===== src/timer_cfg.svh =====
// Offsets, field positions, reset values and divider settings of the carrier capable timer
// What this block does
// Run bit clear stops counting and holds counter at zero; set counts each count clock.
// Clock select codes pick peripheral clock /1,/4,/16,/64,/4096 or slow clock /128,/512,/1.
// Mode field: 00 interval, 01 carrier generator, 10 PWM; 11 must not be written.
// Output level bit gives the default output level: 0 low, 1 high.
// Output enable set in interval mode drives a 50% duty square wave; clear disables.
// Software leaves other mode bits alone while running; identical rewrites are fine.
// Software rewrites duty compare on every restart in PWM and carrier modes.
// Software keeps this count clock above six times the frame timer count clock.
// Carrier select and next level: x0 low, 01 high, 11 carrier from frame event edge.
// Read-only status bit 0 shows carrier output enabled (1) or disabled low (0).
// Software does not change carrier select while running; identical rewrites allowed.
// Reset clears mode and carrier control registers to 00h.
// Interval mode: counter equal to period compare raises interrupt and clears counter.
// Interval mode ignores duty compare entirely.
// Interval period is period compare plus one count clocks.
// Counter starts incrementing within one count clock after run is set; the code masks the first count clock and increments on the second.
// Each interval match clears counter and toggles output; interrupt on count clock edge.
// Clearing run returns interrupt and output to default levels.
// Software keeps period compare between 01h and feh for interval use.
// Software clears pin direction and pin latch bits to route the output.
// Carrier mode: period compare sets low width, duty compare sets high width.
// PWM: period match drives active, clears, interrupts; duty match drives inactive only.
// Duty writes while running wait in a latch, moved at the old duty match unless coincident.
// Carrier control bits 7 to 3 read zero and ignore writes.
`ifndef TIMER_CFG_SVH
`define TIMER_CFG_SVH
`define PERIOD_CMP_ADDR 16'hff1a
`define DUTY_CMP_ADDR 16'hff1b
`define MODE_CTRL_ADDR 16'hff6c
`define CARRIER_CTRL_ADDR 16'hff6d
`define MODE_CTRL_RESET 8'h00
`define CARRIER_CTRL_RESET 3'h0
`define CMP_RESET 8'h00
`define CARR_SEL_BIT 2
`define CARR_NEXT_BIT 1
`define DIV_SH_0 4'd0
`define DIV_SH_1 4'd2
`define DIV_SH_2 4'd4
`define DIV_SH_3 4'd6
`define DIV_SH_4 4'd12
`define SLOW_SH_5 4'd7
`define SLOW_SH_6 4'd9
`define SLOW_SH_7 4'd0
`endif


===== src/timer_pkg.sv =====
// Types shared by the carrier capable timer
package timer_pkg;
	typedef enum logic [1:0] {
		MODE_INTERVAL = 2'h0,
		MODE_CARRIER = 2'h1,
		MODE_PWM = 2'h2,
		MODE_BAD = 2'h3
	} op_mode_t;
	typedef struct packed {
		logic run;
		logic [2:0] clk_sel;
		op_mode_t op_mode;
		logic default_out_level;
		logic out_enable_bit;
	} mode_ctrl_t;
	typedef struct packed {
		logic carrier_select_bit;
		logic next_level_bit;
		logic carrier_status_flag;
	} carrier_ctrl_t;
	// Which compare register the counter is matched against
	typedef enum logic [1:0] {
		CMP_PERIOD = 2'b01,
		CMP_DUTY = 2'b10
	} cmp_phase_t;
	typedef struct packed {
		logic [15:0] addr;
		logic wr_en;
		logic [7:0] wr_data;
	} cpu_req_t;
endpackage


===== src/carrier_capable_interval_timer.sv =====
// Eight-bit interval, PWM and carrier generator timer with its control registers
`timescale 1ns/1ns
`default_nettype none
`include "timer_cfg.svh"
module carrier_capable_interval_timer #(
	parameter int PRE_W = 12
) (
	// Clock and reset
	input wire logic clock,
	input wire logic srst,
	// Processor register access
	input wire timer_pkg::cpu_req_t cpu_req,
	output var logic [7:0] rd_data,
	// Slow oscillator pin and frame timer event
	input wire logic slow_osc_in,
	input wire logic frame_timer_event,
	// Timer outputs
	output var logic timer_output_unit1,
	output var logic match_interrupt
);
	import timer_pkg::*;

	// Elaboration check: a narrower prescaler cannot reach the divide by 4096 tap
	if (PRE_W < 12) begin : pre_w_check
		$error("PRE_W must cover the divide by 4096 tap");
	end

	// True when the low sh bits of a free running count are zero
	function automatic logic tap(input logic [PRE_W-1:0] cnt, input logic [3:0] sh);
		logic [PRE_W-1:0] mask;
		mask = ~({PRE_W{1'b1}} << sh);
		return (cnt & mask) == '0;
	endfunction

	mode_ctrl_t mode_reg, mode_next;
	carrier_ctrl_t carr_reg, carr_next;
	cmp_phase_t phase_reg, phase_next;
	logic [7:0] period_reg, period_next, duty_reg, duty_next, buf_reg, buf_next;
	logic [7:0] cnt_reg, cnt_next, rd_next;
	logic pend_reg, pend_next, skip_reg, skip_next, out_reg, out_next, irq_next;
	logic [PRE_W-1:0] pre_reg, pre_next, slow_cnt_reg, slow_cnt_next;
	logic slow_s1_reg, slow_s2_reg, slow_s3_reg, evt_prev_reg;
	logic tick, slow_rise, evt_rise, step, wr_duty, match;

	// Next values of every register except the slow oscillator and frame event flops
	always_comb begin
		mode_next = mode_reg;
		carr_next = carr_reg;
		phase_next = phase_reg;
		period_next = period_reg;
		duty_next = duty_reg;
		buf_next = buf_reg;
		pend_next = pend_reg;
		cnt_next = cnt_reg;
		skip_next = skip_reg;
		out_next = out_reg;
		irq_next = 1'b0;
		match = 1'b0;
		pre_next = pre_reg + 1'b1;
		slow_rise = slow_s2_reg & ~slow_s3_reg;
		slow_cnt_next = slow_rise ? slow_cnt_reg + 1'b1 : slow_cnt_reg;
		evt_rise = frame_timer_event & ~evt_prev_reg;
		wr_duty = cpu_req.wr_en && cpu_req.addr == `DUTY_CMP_ADDR;
		// Count clock selection from the prescaler or slow oscillator
		unique case (mode_reg.clk_sel)
			3'h0: tick = tap(pre_reg, `DIV_SH_0);
			3'h1: tick = tap(pre_reg, `DIV_SH_1);
			3'h2: tick = tap(pre_reg, `DIV_SH_2);
			3'h3: tick = tap(pre_reg, `DIV_SH_3);
			3'h4: tick = tap(pre_reg, `DIV_SH_4);
			3'h5: tick = slow_rise && tap(slow_cnt_reg, `SLOW_SH_5);
			3'h6: tick = slow_rise && tap(slow_cnt_reg, `SLOW_SH_6);
			3'h7: tick = slow_rise;
		endcase
		step = mode_reg.run && tick && !skip_reg;
		// Register writes
		if (cpu_req.wr_en && cpu_req.addr == `MODE_CTRL_ADDR)
			mode_next = mode_ctrl_t'(cpu_req.wr_data);
		if (cpu_req.wr_en && cpu_req.addr == `CARRIER_CTRL_ADDR) begin
			// Upper bits and the status bit are not writable
			carr_next.carrier_select_bit = cpu_req.wr_data[`CARR_SEL_BIT];
			carr_next.next_level_bit = cpu_req.wr_data[`CARR_NEXT_BIT];
		end
		if (cpu_req.wr_en && cpu_req.addr == `PERIOD_CMP_ADDR)
			period_next = cpu_req.wr_data;
		if (wr_duty && !mode_reg.run) begin
			duty_next = cpu_req.wr_data;
			pend_next = 1'b0;
		end else if (wr_duty) begin
			buf_next = cpu_req.wr_data;
			pend_next = 1'b1;
		end
		// Frame event edge latches the next carrier level
		if (evt_rise)
			carr_next.carrier_status_flag = carr_reg.next_level_bit;
		// Counter and output
		if (!mode_reg.run) begin
			cnt_next = '0;
			phase_next = CMP_PERIOD;
			skip_next = 1'b1;
			out_next = mode_reg.default_out_level;
		end else if (tick && skip_reg) begin
			// First count clock is masked after start
			skip_next = 1'b0;
		end else if (step) begin
			unique case (mode_reg.op_mode)
				MODE_INTERVAL: begin
					// Duty compare is never consulted here
					match = cnt_reg == period_reg;
					cnt_next = match ? 8'h00 : cnt_reg + 8'h01;
					irq_next = match;
					if (match)
						out_next = ~out_reg;
				end
				MODE_PWM: begin
					match = cnt_reg == (phase_reg == CMP_PERIOD ? period_reg : duty_reg);
					if (match && phase_reg == CMP_PERIOD) begin
						cnt_next = 8'h00;
						irq_next = 1'b1;
						out_next = ~mode_reg.default_out_level;
						phase_next = CMP_DUTY;
					end else begin
						cnt_next = cnt_reg + 8'h01;
					end
					if (match && phase_reg == CMP_DUTY) begin
						out_next = mode_reg.default_out_level;
						phase_next = CMP_PERIOD;
					end
				end
				default: begin
					// Carrier: low width from period, high width from duty
					match = cnt_reg == (phase_reg == CMP_PERIOD ? period_reg : duty_reg);
					cnt_next = match ? 8'h00 : cnt_reg + 8'h01;
					irq_next = match;
					if (match)
						phase_next = phase_reg == CMP_PERIOD ? CMP_DUTY : CMP_PERIOD;
				end
			endcase
			// Pending duty moves on the old duty match, a coincident write keeps it waiting
			if (match && phase_reg == CMP_DUTY && pend_reg && !wr_duty) begin
				duty_next = buf_reg;
				pend_next = 1'b0;
			end
		end
		// Carrier output is gated by the latched status
		if (mode_reg.run && mode_reg.op_mode == MODE_CARRIER)
			out_next = carr_next.carrier_status_flag
				&& (!carr_reg.carrier_select_bit || phase_next == CMP_DUTY);
		if (!mode_reg.out_enable_bit)
			out_next = mode_reg.default_out_level;
		// Read data, unmapped addresses read zero
		unique case (cpu_req.addr)
			`MODE_CTRL_ADDR: rd_next = mode_reg;
			`CARRIER_CTRL_ADDR: rd_next = {5'h00, carr_reg};
			`PERIOD_CMP_ADDR: rd_next = period_reg;
			`DUTY_CMP_ADDR: rd_next = duty_reg;
			default: rd_next = 8'h00;
		endcase
	end

	// Register stage; the slow oscillator passes two flops before the edge detector
	always_ff @(posedge clock) begin
		slow_s1_reg <= slow_osc_in;
		slow_s2_reg <= slow_s1_reg;
		if (srst) begin
			mode_reg <= mode_ctrl_t'(`MODE_CTRL_RESET);
			carr_reg <= carrier_ctrl_t'(`CARRIER_CTRL_RESET);
			phase_reg <= CMP_PERIOD;
			period_reg <= `CMP_RESET;
			duty_reg <= `CMP_RESET;
			buf_reg <= `CMP_RESET;
			pend_reg <= 1'b0;
			cnt_reg <= 8'h00;
			skip_reg <= 1'b1;
			pre_reg <= '0;
			slow_cnt_reg <= '0;
			slow_s3_reg <= 1'b0;
			evt_prev_reg <= 1'b0;
			timer_output_unit1 <= 1'b0;
			match_interrupt <= 1'b0;
			rd_data <= 8'h00;
		end else begin
			mode_reg <= mode_next;
			carr_reg <= carr_next;
			phase_reg <= phase_next;
			period_reg <= period_next;
			duty_reg <= duty_next;
			buf_reg <= buf_next;
			pend_reg <= pend_next;
			cnt_reg <= cnt_next;
			skip_reg <= skip_next;
			pre_reg <= pre_next;
			slow_cnt_reg <= slow_cnt_next;
			slow_s3_reg <= slow_s2_reg;
			evt_prev_reg <= frame_timer_event;
			timer_output_unit1 <= out_next;
			match_interrupt <= irq_next;
			rd_data <= rd_next;
		end
	end
	assign out_reg = timer_output_unit1;
endmodule
`default_nettype wire


===== config.mk =====
export PLATFORM = sky130hd
export DESIGN_NAME = carrier_capable_interval_timer
export DESIGN_NICKNAME = d
export VERILOG_FILES = /design/src/timer_pkg.sv /design/src/carrier_capable_interval_timer.sv
export VERILOG_INCLUDE_DIRS = /design/src
export SDC_FILE = /design/constraint.sdc
export NUM_CORES = 1
export LEC_CHECK = 0
export ABC_AREA = 1
export BUFFER_PORTS_ARGS = -buffer_cell sky130_fd_sc_hd__buf_4
export CAP_MARGIN = 15
export CORE_MARGIN = 8
export CORE_UTILIZATION = 53
export CTS_CLUSTER_SIZE = 14
export DETAILED_ROUTE_END_ITERATION = 10
export GPL_TIMING_DRIVEN = 1
export MAX_ROUTING_LAYER = met4
export PLACE_DENSITY = 0.75
export SYNTH_ARGS = -nofsm -noshare
export SYNTH_HDL_FRONTEND = slang
export SYNTH_SLANG_ARGS = --single-unit

===== constraint.sdc =====
create_clock -name clock -period 1.9 [get_ports clock]
set_input_delay 0.095 -clock clock [delete_from_list [all_inputs] [get_ports clock]]
set_output_delay 0.095 -clock clock [all_outputs]
set_load 0.05 [all_outputs]

==> metrics, run 1 <==
failing checks setup timing; global routing usage on met3 around 3.7%; GRT overflow 0; RePlAce Congestion between 1 and 1.5; GRT Util Overall between 20% and 30%; TritonCTS clock tree yes; CTS clk-pin slew, worst paths 0.10 ns; RSZ-0062 raised after global routing true; average routed wire per standard cell 14.99 µm; Synth top area share between 40% and 50%; Data required, critical path between 2 and 2.5 ns; Final Hold Fails 0; Net Count, Synth 630; # setup viols final 14; vias per cell roughly 5.4; min Tclk post-route 2.080 ns; post-synth cell types 35; antenna violations before repair 0; post-synthesis sequential area ratio between 40 and 50%; Synth Register Bits just over 80; routing usage on met1 27.29%; n_diodes 0; Worst Setup Start Kind register; share of post-route cells with drive strength above 1 about 33%; syn_area_per_cell 6.821 µm²; post-synthesis mux area share 0%; die area 0.01073 mm²; die height 103.6 µm; Max-Slew Margin vs Limit 43.24%; met2 Use GR 36.07%; Seq. cell area 0.001652 mm²; pin count of the biggest net entering global routing 34; R2R cell count 16; dpl hpwl 8.908 mm; htree depth 3; final-stage net count 772; leak pwr 2.471 nW; DRC Markers 0; Synth Area in Simple Gates 29.39%; Post-Synth XOR/XNOR Area 0.2155%; peak supply drop 521.1 µV; number of global-route vias before repair 4261; max reg flops 12; largest family of logic cells by synthesized area simple AND/OR/NAND/NOR gates; Final Worst Setup Slack -0.1801 ns; Min-Delay Startpoint cpu_req[6]; R2R setup slack -0.18 ns; Syn. warnings 0; fillers 551; Slew Viols, Final 0; Max Freq 0.4807 GHz; PwrDens 566.1 mW/mm²; I/O pins 39; initial cell density of the core 53.72%; period utilization 109.5%; drt pass-1 iters 7; most frequent cells in the layout buf_4 (123), nand2_1 (96), inv_1 (81), dfxtp_1 (76), nor2_1 (50); DR vias ~4600; WS Path Type reg -> reg; Clock Skews 0.01878 ns; core area 0.007567 mm²; CP Capture Type register; Hold Path Class in -> reg; MaxCap Viol Count 0; CP startpoint slow_cnt_reg[1]; Rows 32; worst reg2reg endpoint cnt_reg[6]; status complete, but fails checks; synthesized area between 0.004 and 0.005 mm²; global-route wire length before repair roughly 20 mm; most used routing layer met2; synthesized instance count 596; Layout area overhead 44.88%; Die X between 100 and 150 µm; cell count after placement 799; ANT nets after route 0; RR Startpoint slow_cnt_reg[1]; Sink Count 82; worst hold slack 0.007179 ns; worst hold endpoint period_reg[6]; commonest non-fill, non-tap cell in the layout buf_4; clock root buffer clkbuf_8; Crit Path Max Fanout 8; worst slack at placement -0.2517 ns; initial DRC count 325; WP data arrival 2.34 ns; final WL 12.67 mm; Max clock buf depth 2; multi-input logic area between 0.002 and 0.0025 mm²; post-synth top area cell dfxtp_1; Synth Area in Compound Gates 18.37%; top post-synthesis cells by area dfxtp_1 (40%), nand2_1 (11%), inv_1 (8.0%); adder-cell area share of the yosys netlist 1.539%; port buffer count 38; Worst-Margin Slew about 0.84 ns; CTS Buf Count 9; non-filler cells, final 845; worst-skew pair later-pin latency roughly 0.37 ns; Worst Hold Depth 3
==> per-stage QoR <==
step,power [W],area [µm²],util [%],TNS (ns)
finish,0.003334,5889,77.83,-1.241
floorplan,0.001849,4071,-,0
CTS,0.003324,5416,71.58,-0.2213
global placement,0.001938,4992,65.97,-3.238
global route,0.003426,5889,77.83,-4.433
detailed placement,0.001944,4992,65.97,-3.452
==> kinds of logic after synthesis <==
group                      Yosys count
and+or+nand+nor                    270
adders and majority gates            5
xor gates and xnor gates             1
buffers and inverters              105
DFF                                 82
AOI/OAI and AO/OA                  133
==> where the power goes <==
part	internal, W	switching (W)	leakage, nW
combinational	0.0000959	0.0000981	1.70
sequential	0.00173	0.00000818	0.665
clock	0.000674	0.000726	0.111
total	0.00250	0.000832	2.47
==> worst max-delay path: stages (launching register included) <==
cell and delay, ns:
dfxtp_2 0.34, inv_2 0.07, ha_4 0.13, nand2_2 0.04, nor3_2 0.17, nand3_1 0.09
nand2_1 0.08, nand3_2 0.08, nand2_2 0.10, nand2_4 0.07, buf_8 0.15, nor3_4 0.14
nand2_2 0.12, nor2_4 0.13, nand2_2 0.06, o21bai_1 0.14, a21oi_1 0.05
==> cell usage after synthesis (all sizes together) <==
| master | number |
|---|---|
| o21ai | 55 |
| o21a | 1 |
| nor3 | 19 |
| o21bai | 1 |
| nor2 | 67 |
| xor2 | 1 |
| inv | 89 |
| o41ai | 1 |
| o2111a | 1 |
| nor3b | 3 |
| a221oi | 5 |
| nand4 | 8 |
| dfxtp | 82 |
| a211oi | 10 |
| a31oi | 1 |
| clkinv | 2 |
| o22ai | 8 |
| or2 | 2 |
| nand3 | 42 |
| nor4 | 8 |
| a21oi | 49 |
| clkbuf | 10 |
| a2111oi | 1 |
| ha | 5 |
| nand2 | 121 |
| buf | 4 |
==> layer usage <==
layer  wire length [µm]  share of wire, %
met2               6170                49
met1               5322                42
met5                  0                 0
met3                782               6.2
met4                395               3.1
==> worst max-delay path by stage <==
stage | endpoint | slack, ns | depth (start not counted)
after CTS | timer_output_unit1 | -0.07 | 19
after global routing | cnt_reg[6] | -0.37 | 16
after floorplan | cnt_reg[7] | 0.02 | 16
after global placement | timer_output_unit1 | -0.24 | 18
final | cnt_reg[6] | -0.18 | 16
after detailed placement | timer_output_unit1 | -0.25 | 18
==> repair_timing <==
item	CTS	global route
endpoints found under the hold margin	5	0
pin swaps	9	23
resized for setup	39	93
setup buffers	7	16
endpoints found under the setup margin	19	25
gates cloned	0	2
hold buffers	5	0
==> final cells by class <==
cell class              count  area share [%]
clock buffers              10           2.337
clock inverters             6           1.338
inverters                  91           5.970
multi-input cells         410           40.34
flip-flops and latches     82           28.04
well taps                 102           2.167
repair buffers            144           19.80
Power figures use the tool's default switching activity.
==> run 2, diff against run 1 <==
==> constraint.sdc (replaced) <==
create_clock -name clock -period 1.9 [get_ports clock]
set_input_delay 0.38 -clock clock [delete_from_list [all_inputs] [get_ports clock]]
set_output_delay 0.38 -clock clock [all_outputs]
set_load 0.05 [all_outputs]
==> run 2 against run 1 <==
Net effect:
- the run still ends with setup timing left
- clock skew is 0.0057 ns lower
- sequential share of layout area up 1.2 points
- sequential power barely moved
- final cell count decreased by 1.2%
- first-iteration DRC count is 2.8% lower
- fmax is 1.3% lower
- worst hold slack improved by 0.11 ns
- critical endpoint is now timer_output_unit1
- highest routed layer unchanged
==> metrics, run 2 (synthesized netlist as in run 1, its figures left out) <==
status complete, but fails checks; failing checks setup timing; DR vias 4610 (+0.28%); Crit Path Max Fanout 10 (+2); commonest non-fill, non-tap cell in the layout buf_4; Rows 32 (unchanged); worst hold slack 0.1165 ns (+0.1093 ns); ANT nets after route 0 (unchanged); die height 103.6 µm (unchanged); worst path cell trace buf_12 -> nand2_8 -> nand2_1 -> nand3_1 -> nand2_1 -> inv_1 -> nand2_2 -> nor2_2 -> nand2_2 -> buf_6 -> nand2_1 -> nand3_2 -> nand3_2 -> nand2_2 -> nand2_2 -> nand2_1 -> nand2_1 -> nand2_1 -> nand2_1 -> a21oi_1; Layout area overhead 39.21%; min Tclk post-route 2.107 ns (+0.02721 ns); Die X 103.6 µm (unchanged); Gate power share 5.9% (about the same); switching share of total power 26.12% (+1.2 points); final-stage net count 762 (-1.3%); port buffer count 38 (unchanged); clock root buffer clkbuf_8; CTS Buf Count 9 (unchanged); cell count after placement 808 (+1.1%); Final Hold Fails 0 (unchanged); GRT Util Overall 23.08% (+0.53 points); CP startpoint phase_reg[0]; Max-Slew Margin vs Limit 63.87% (+21 points); period utilization 110.9% (+1.4 points); WS Path Type reg -> reg; I/O pins 39 (unchanged); average routed wire per standard cell 15.65 µm (+4.4%); DP Area 0.005072 mm² (+1.6%); critical path's slowest cell dfxtp_4; vias per cell 5.521 (+1.5%); Worst Setup Start Kind register; Internal 0.002303 W (-7.9%); core area 0.007567 mm² (unchanged); switching pwr 0.0008143 W (-2.2%); RePlAce Congestion 0.9687 (-3.4%); Slew Viols, Final 0 (unchanged); PwrDens 550.8 mW/mm² (-2.7%); htree depth 3 (unchanged); Seq pwr share 55.8% (+3.6 points); initial cell density of the core 53.72% (unchanged); MaxCap Viol Count 0 (unchanged); drt pass-1 iters 5 (-2); leak pwr 2.391 nW (-3.2%); Worst-Margin Slew 0.5402 ns (-0.3020 ns); most frequent CP cell nand2_1; DRC Markers 0 (unchanged); Data required, critical path 2.15 ns (about the same); TritonCTS clock tree yes; antenna violations before repair 0 (unchanged); peak supply drop 497.1 µV (-4.6%); n_diodes 0 (unchanged); clock share of power 38.3% (-3.7 points); most frequent cells in the layout buf_4 (124), nand2_1 (100), inv_1 (81), dfxtp_1 (76), o21ai_0 (53); final WL 13.07 mm (+3.1%); Critical Path Max Stage Delay 0.38 ns (+0.04 ns); GRT overflow 0 (unchanged); CTS clk-pin slew, worst paths 0.10 ns (about the same); WP data arrival 2.35 ns (about the same); final instance area 0.005659 mm² (-3.9%); dpl hpwl 9.214 mm (+3.4%); CP Capture Type register; die area 0.01073 mm² (unchanged); worst slack at placement -0.2895 ns (-0.03779 ns); max reg flops 12 (unchanged); Max clock buf depth 2 (unchanged); non-filler cells, final 835 (-1.2%); # setup viols final 19 (+5); RSZ-0062 raised after global routing true; share of post-route cells with drive strength above 1 30.83% (-2.1 points); worst-skew pair later-pin latency 0.36 ns (about the same); number of global-route vias before repair 4421 (+3.8%); Min-Delay Startpoint slow_osc_in; Sink Count 82 (unchanged); Hold Path Class in -> reg; initial DRC count 316 (-2.8%); Max Freq 0.4745 GHz (-1.3%); Final Worst Setup Slack -0.2073 ns (-0.02721 ns); pin count of the biggest net entering global routing 27 (-21%); Clock Skews 0.01308 ns (-0.005697 ns); global-route wire length before repair 19.98 mm (+1.3%); RR Startpoint phase_reg[0]
## run 2: cell count changes in the layout (fill, tap and decap cells not counted), moves of 3 or more
cell / change
nor2_4: -9
nand2_1: +4
nor2_2: +7
dlygate4sd3_1: -5
clkinvlp_4: +3
nand2_4: -4
buf_6: -6
o21ai_0: +8
nand3_2: +3
o21ai_2: -7
nand3_1: -3
## run 2: path summary, 6_finish.rpt
check                  endpoint  cells past startpoint  slack (ns)
max          timer_output_unit1                     20       -0.21
min                 slow_s1_reg                      1        0.12
max reg2reg  timer_output_unit1                     20       -0.21
min reg2reg         slow_s2_reg                      0        0.34
## run 2: stage by stage
stage                     util, %  power [W]  TNS, ns
after floorplan                 -   0.001849        0
after global placement      67.03   0.001945   -4.281
after detailed placement    67.03   0.001954   -5.177
after CTS                   71.79   0.003110  -0.4146
after global routing        74.79   0.003222   -5.428
final                       74.79   0.003117   -2.498
## run 2: final cells by class
| type | instances | area, µm² |
|---|---|---|
| multi-input cells | 409 | 2271 |
| fillers | 581 | 1908 |
| flip-flops and latches | 82 | 1654 |
| repair buffers | 135 | 1081 |
| inverters | 91 | 349.1 |
| clock buffers | 10 | 127.6 |
| well taps | 102 | 127.6 |
| clock inverters | 6 | 48.80 |
## run 2: power by group through the flow
stage	sequential [W]	combinational (W)	clock, W
CTS	0.00174	0.000182	0.00119
detailed placement	0.00178	0.000174	0
global route	0.00174	0.000201	0.00128
floorplan	0.00178	0.0000699	0
finish	0.00174	0.000185	0.00119
global placement	0.00178	0.000166	0
## run 2: timing repair
action,in CTS,in global routing
pin swaps,11,15
endpoints found under the setup margin,19,25
gates resized for setup,41,49
hold buffers,0,0
buffers inserted,6,5
hold endpoints to repair,0,0
## run 2: routing by layer
layer / GRT usage [%] / routed length (µm) / up-vias
li1: - / - / 2242
met5: - / 0 / -
met2: 38.22 / 6356 / 208
met1: 26.03 / 5362 / 2110
met4: 11.86 / 479 / 0
met3: 4.337 / 869 / 50
## run 2: critical path, delay by kind of cell, from the launching register on
| kind | cells | cell delay [ns] |
|---|---|---|
| flops | 1 | 0.38 |
| compound gates | 1 | 0.05 |
| buf+inv | 3 | 0.34 |
| simple gates | 16 | 1.20 |
==> run 3, diff against run 2 <==
CORE_UTILIZATION = 55   (was 53)
CTS_BUF_LIST = sky130_fd_sc_hd__clkbuf_8   (was not set)
PLACE_DENSITY = 0.78   (was 0.75)
==> run 3 against run 2 <==
Net effect:
- flip-flop and latch count did not move
- the run still ends with setup timing left
- critical endpoint unchanged
- clock skew fell by 0.0014 ns
- design area grew 8.2%
- global-route usage up 3.7 points
==> metrics, run 3 (synthesized netlist as in run 1, its figures left out) <==
status complete, but fails checks; failing checks setup timing; CTS Buf Count 9 (unchanged); final instance area 0.006126 mm² (+8.2%); clock root buffer clkbuf_8; peak supply drop 462.9 µV (-6.9%); worst slack at placement -0.2770 ns (+0.01247 ns); Max-Slew Margin vs Limit 56.12% (-7.7 points); multi-input logic area 0.002559 mm² (+13%); most frequent cells in the layout buf_4 (135), nand2_1 (84), inv_1 (78), dfxtp_1 (67), nor2_1 (50); # setup viols final 19 (unchanged); Final Hold Fails 0 (unchanged); post-route setup TNS -3.302 ns (-0.8046 ns); total power 0.003219 W (+3.3%); GRT overflow 0 (unchanged); GRT Util Overall 26.78% (+3.7 points); Die X 102.0 µm (-1.6%); drt pass-1 iters 6 (+1); non-filler cells, final 849 (+1.7%); Hold Path Class in -> reg; fillers 399 (-31%); Rows 31 (-3.1%); vias per cell 5.902 (+6.9%); n_diodes 0 (unchanged); Seq. cell area 0.001665 mm² (+0.68%); MaxCap Viol Count 0 (unchanged); antenna violations before repair 0 (unchanged); TritonCTS clock tree yes; leak pwr 2.564 nW (+7.2%); DP Area 0.005121 mm² (+0.96%); min Tclk post-route 2.168 ns (+0.06045 ns); port buffer count 38 (unchanged); share of post-route cells with drive strength above 1 40.67% (+9.8 points); period utilization 114.1% (+3.2 points); final-stage net count 779 (+2.2%); DR vias 5011 (+8.7%); WS Path Type reg -> reg; PwrDens 525.5 mW/mm² (-4.6%); ANT nets after route 0 (unchanged); RSZ-0062 raised after global routing true; average routed wire per standard cell 18.52 µm (+18%); initial cell density of the core 56.35% (+2.6 points); Crit Path Max Fanout 7 (-3); max reg flops 12 (unchanged); core area 0.007214 mm² (-4.7%); initial DRC count 603 (+91%); pin count of the biggest net entering global routing 27 (unchanged); CTS clk-pin slew, worst paths 0.10 ns (about the same); Slew Viols, Final 0 (unchanged); htree depth 3 (unchanged); R2R cell count 17 (-15%); Max clock buf depth 2 (unchanged); Worst-Margin Slew 0.6557 ns (+0.1156 ns); Worst Setup Start Kind register; Sink Count 82 (unchanged); RePlAce Congestion 0.9636 (-0.53%); final WL 15.72 mm (+20%); die height 102.0 µm (-1.6%); Max Freq 0.4613 GHz (-2.8%); number of global-route vias before repair 4723 (+6.8%); dpl hpwl 9.271 mm (+0.62%); DRC Markers 0 (unchanged); CP Capture Type register; I/O pins 39 (unchanged); Worst Hold Depth 1 (unchanged); Final Worst Setup Slack -0.2678 ns (-0.06045 ns); Layout area overhead 50.69%; commonest non-fill, non-tap cell in the layout buf_4; WP data arrival 2.47 ns (+0.12 ns); cell count after placement 812 (+0.50%); worst-skew pair later-pin latency 0.37 ns (about the same); Data required, critical path 2.20 ns (+0.05 ns); Clock Skews 0.01164 ns (-0.001436 ns); die area 0.01040 mm² (-3.1%); global-route wire length before repair 21.43 mm (+7.3%)
## run 3: path summary, 6_finish.rpt
kind	from	end	slack [ns]
min	slow_osc_in	slow_s1_reg	0.1
max	phase_reg[0]	timer_output_unit1	-0.27
min reg2reg	slow_s1_reg	slow_s2_reg	0.35
max reg2reg	phase_reg[0]	timer_output_unit1	-0.27
## run 3: metrics by stage
step                      util (%)  hold slack, ns
after floorplan                  -          0.3096
after global placement       70.99          0.3128
after detailed placement     70.99          0.3280
after CTS                    77.87          0.1022
after global routing         84.91         0.09402
final                        84.91         0.09982
## run 3: timing repair
action / 4_1_cts / 5_1_grt
endpoints found under the setup margin: 20 / 31
pin swaps: 23 / 30
hold endpoints to repair: 0 / 0
gates resized for setup: 89 / 105
hold buffers: 0 / 0
buffers inserted: 6 / 15
## run 3: power by group
group	switching (W)	internal, W	total [W]
registers	0.00000822	0.00173	0.00174
logic	0.000108	0.0000942	0.000202
clock network	0.000767	0.000511	0.00128
total	0.000883	0.00234	0.00322
## run 3: final cells by class
type | instances | share of cell area (%)
Timing Repair Buffer | 152 | 20.08
Clock inverter | 7 | 1.144
Sequential cell | 82 | 27.19
Multi-Input combinational cell | 409 | 41.77
Clock buffer | 9 | 2.022
Inverter | 91 | 5.780
Tap cell | 99 | 2.022
## run 3: routing by layer
metal | global-route usage, % | part of all wire [%]
met4 | 10.84 | 4.8
met1 | 30.69 | 37
met3 | 4.700 | 11
met2 | 45.23 | 47
met5 | - | 0
## run 3: worst max-delay path: stages, from the launching register on
cell	delay, ns
dfxtp_4	0.45
buf_12	0.16
nand3_2	0.09
nand2_1	0.07
nand2_1	0.07
nand2_2	0.08
nand2_2	0.08
nor2_4	0.14
nand2_4	0.10
nor2_4	0.12
nand2_1	0.11
nand2_1	0.09
nand3_1	0.12
nand2_1	0.11
a21oi_1	0.07
nand2_1	0.07
nand2_1	0.05
a21oi_1	0.10
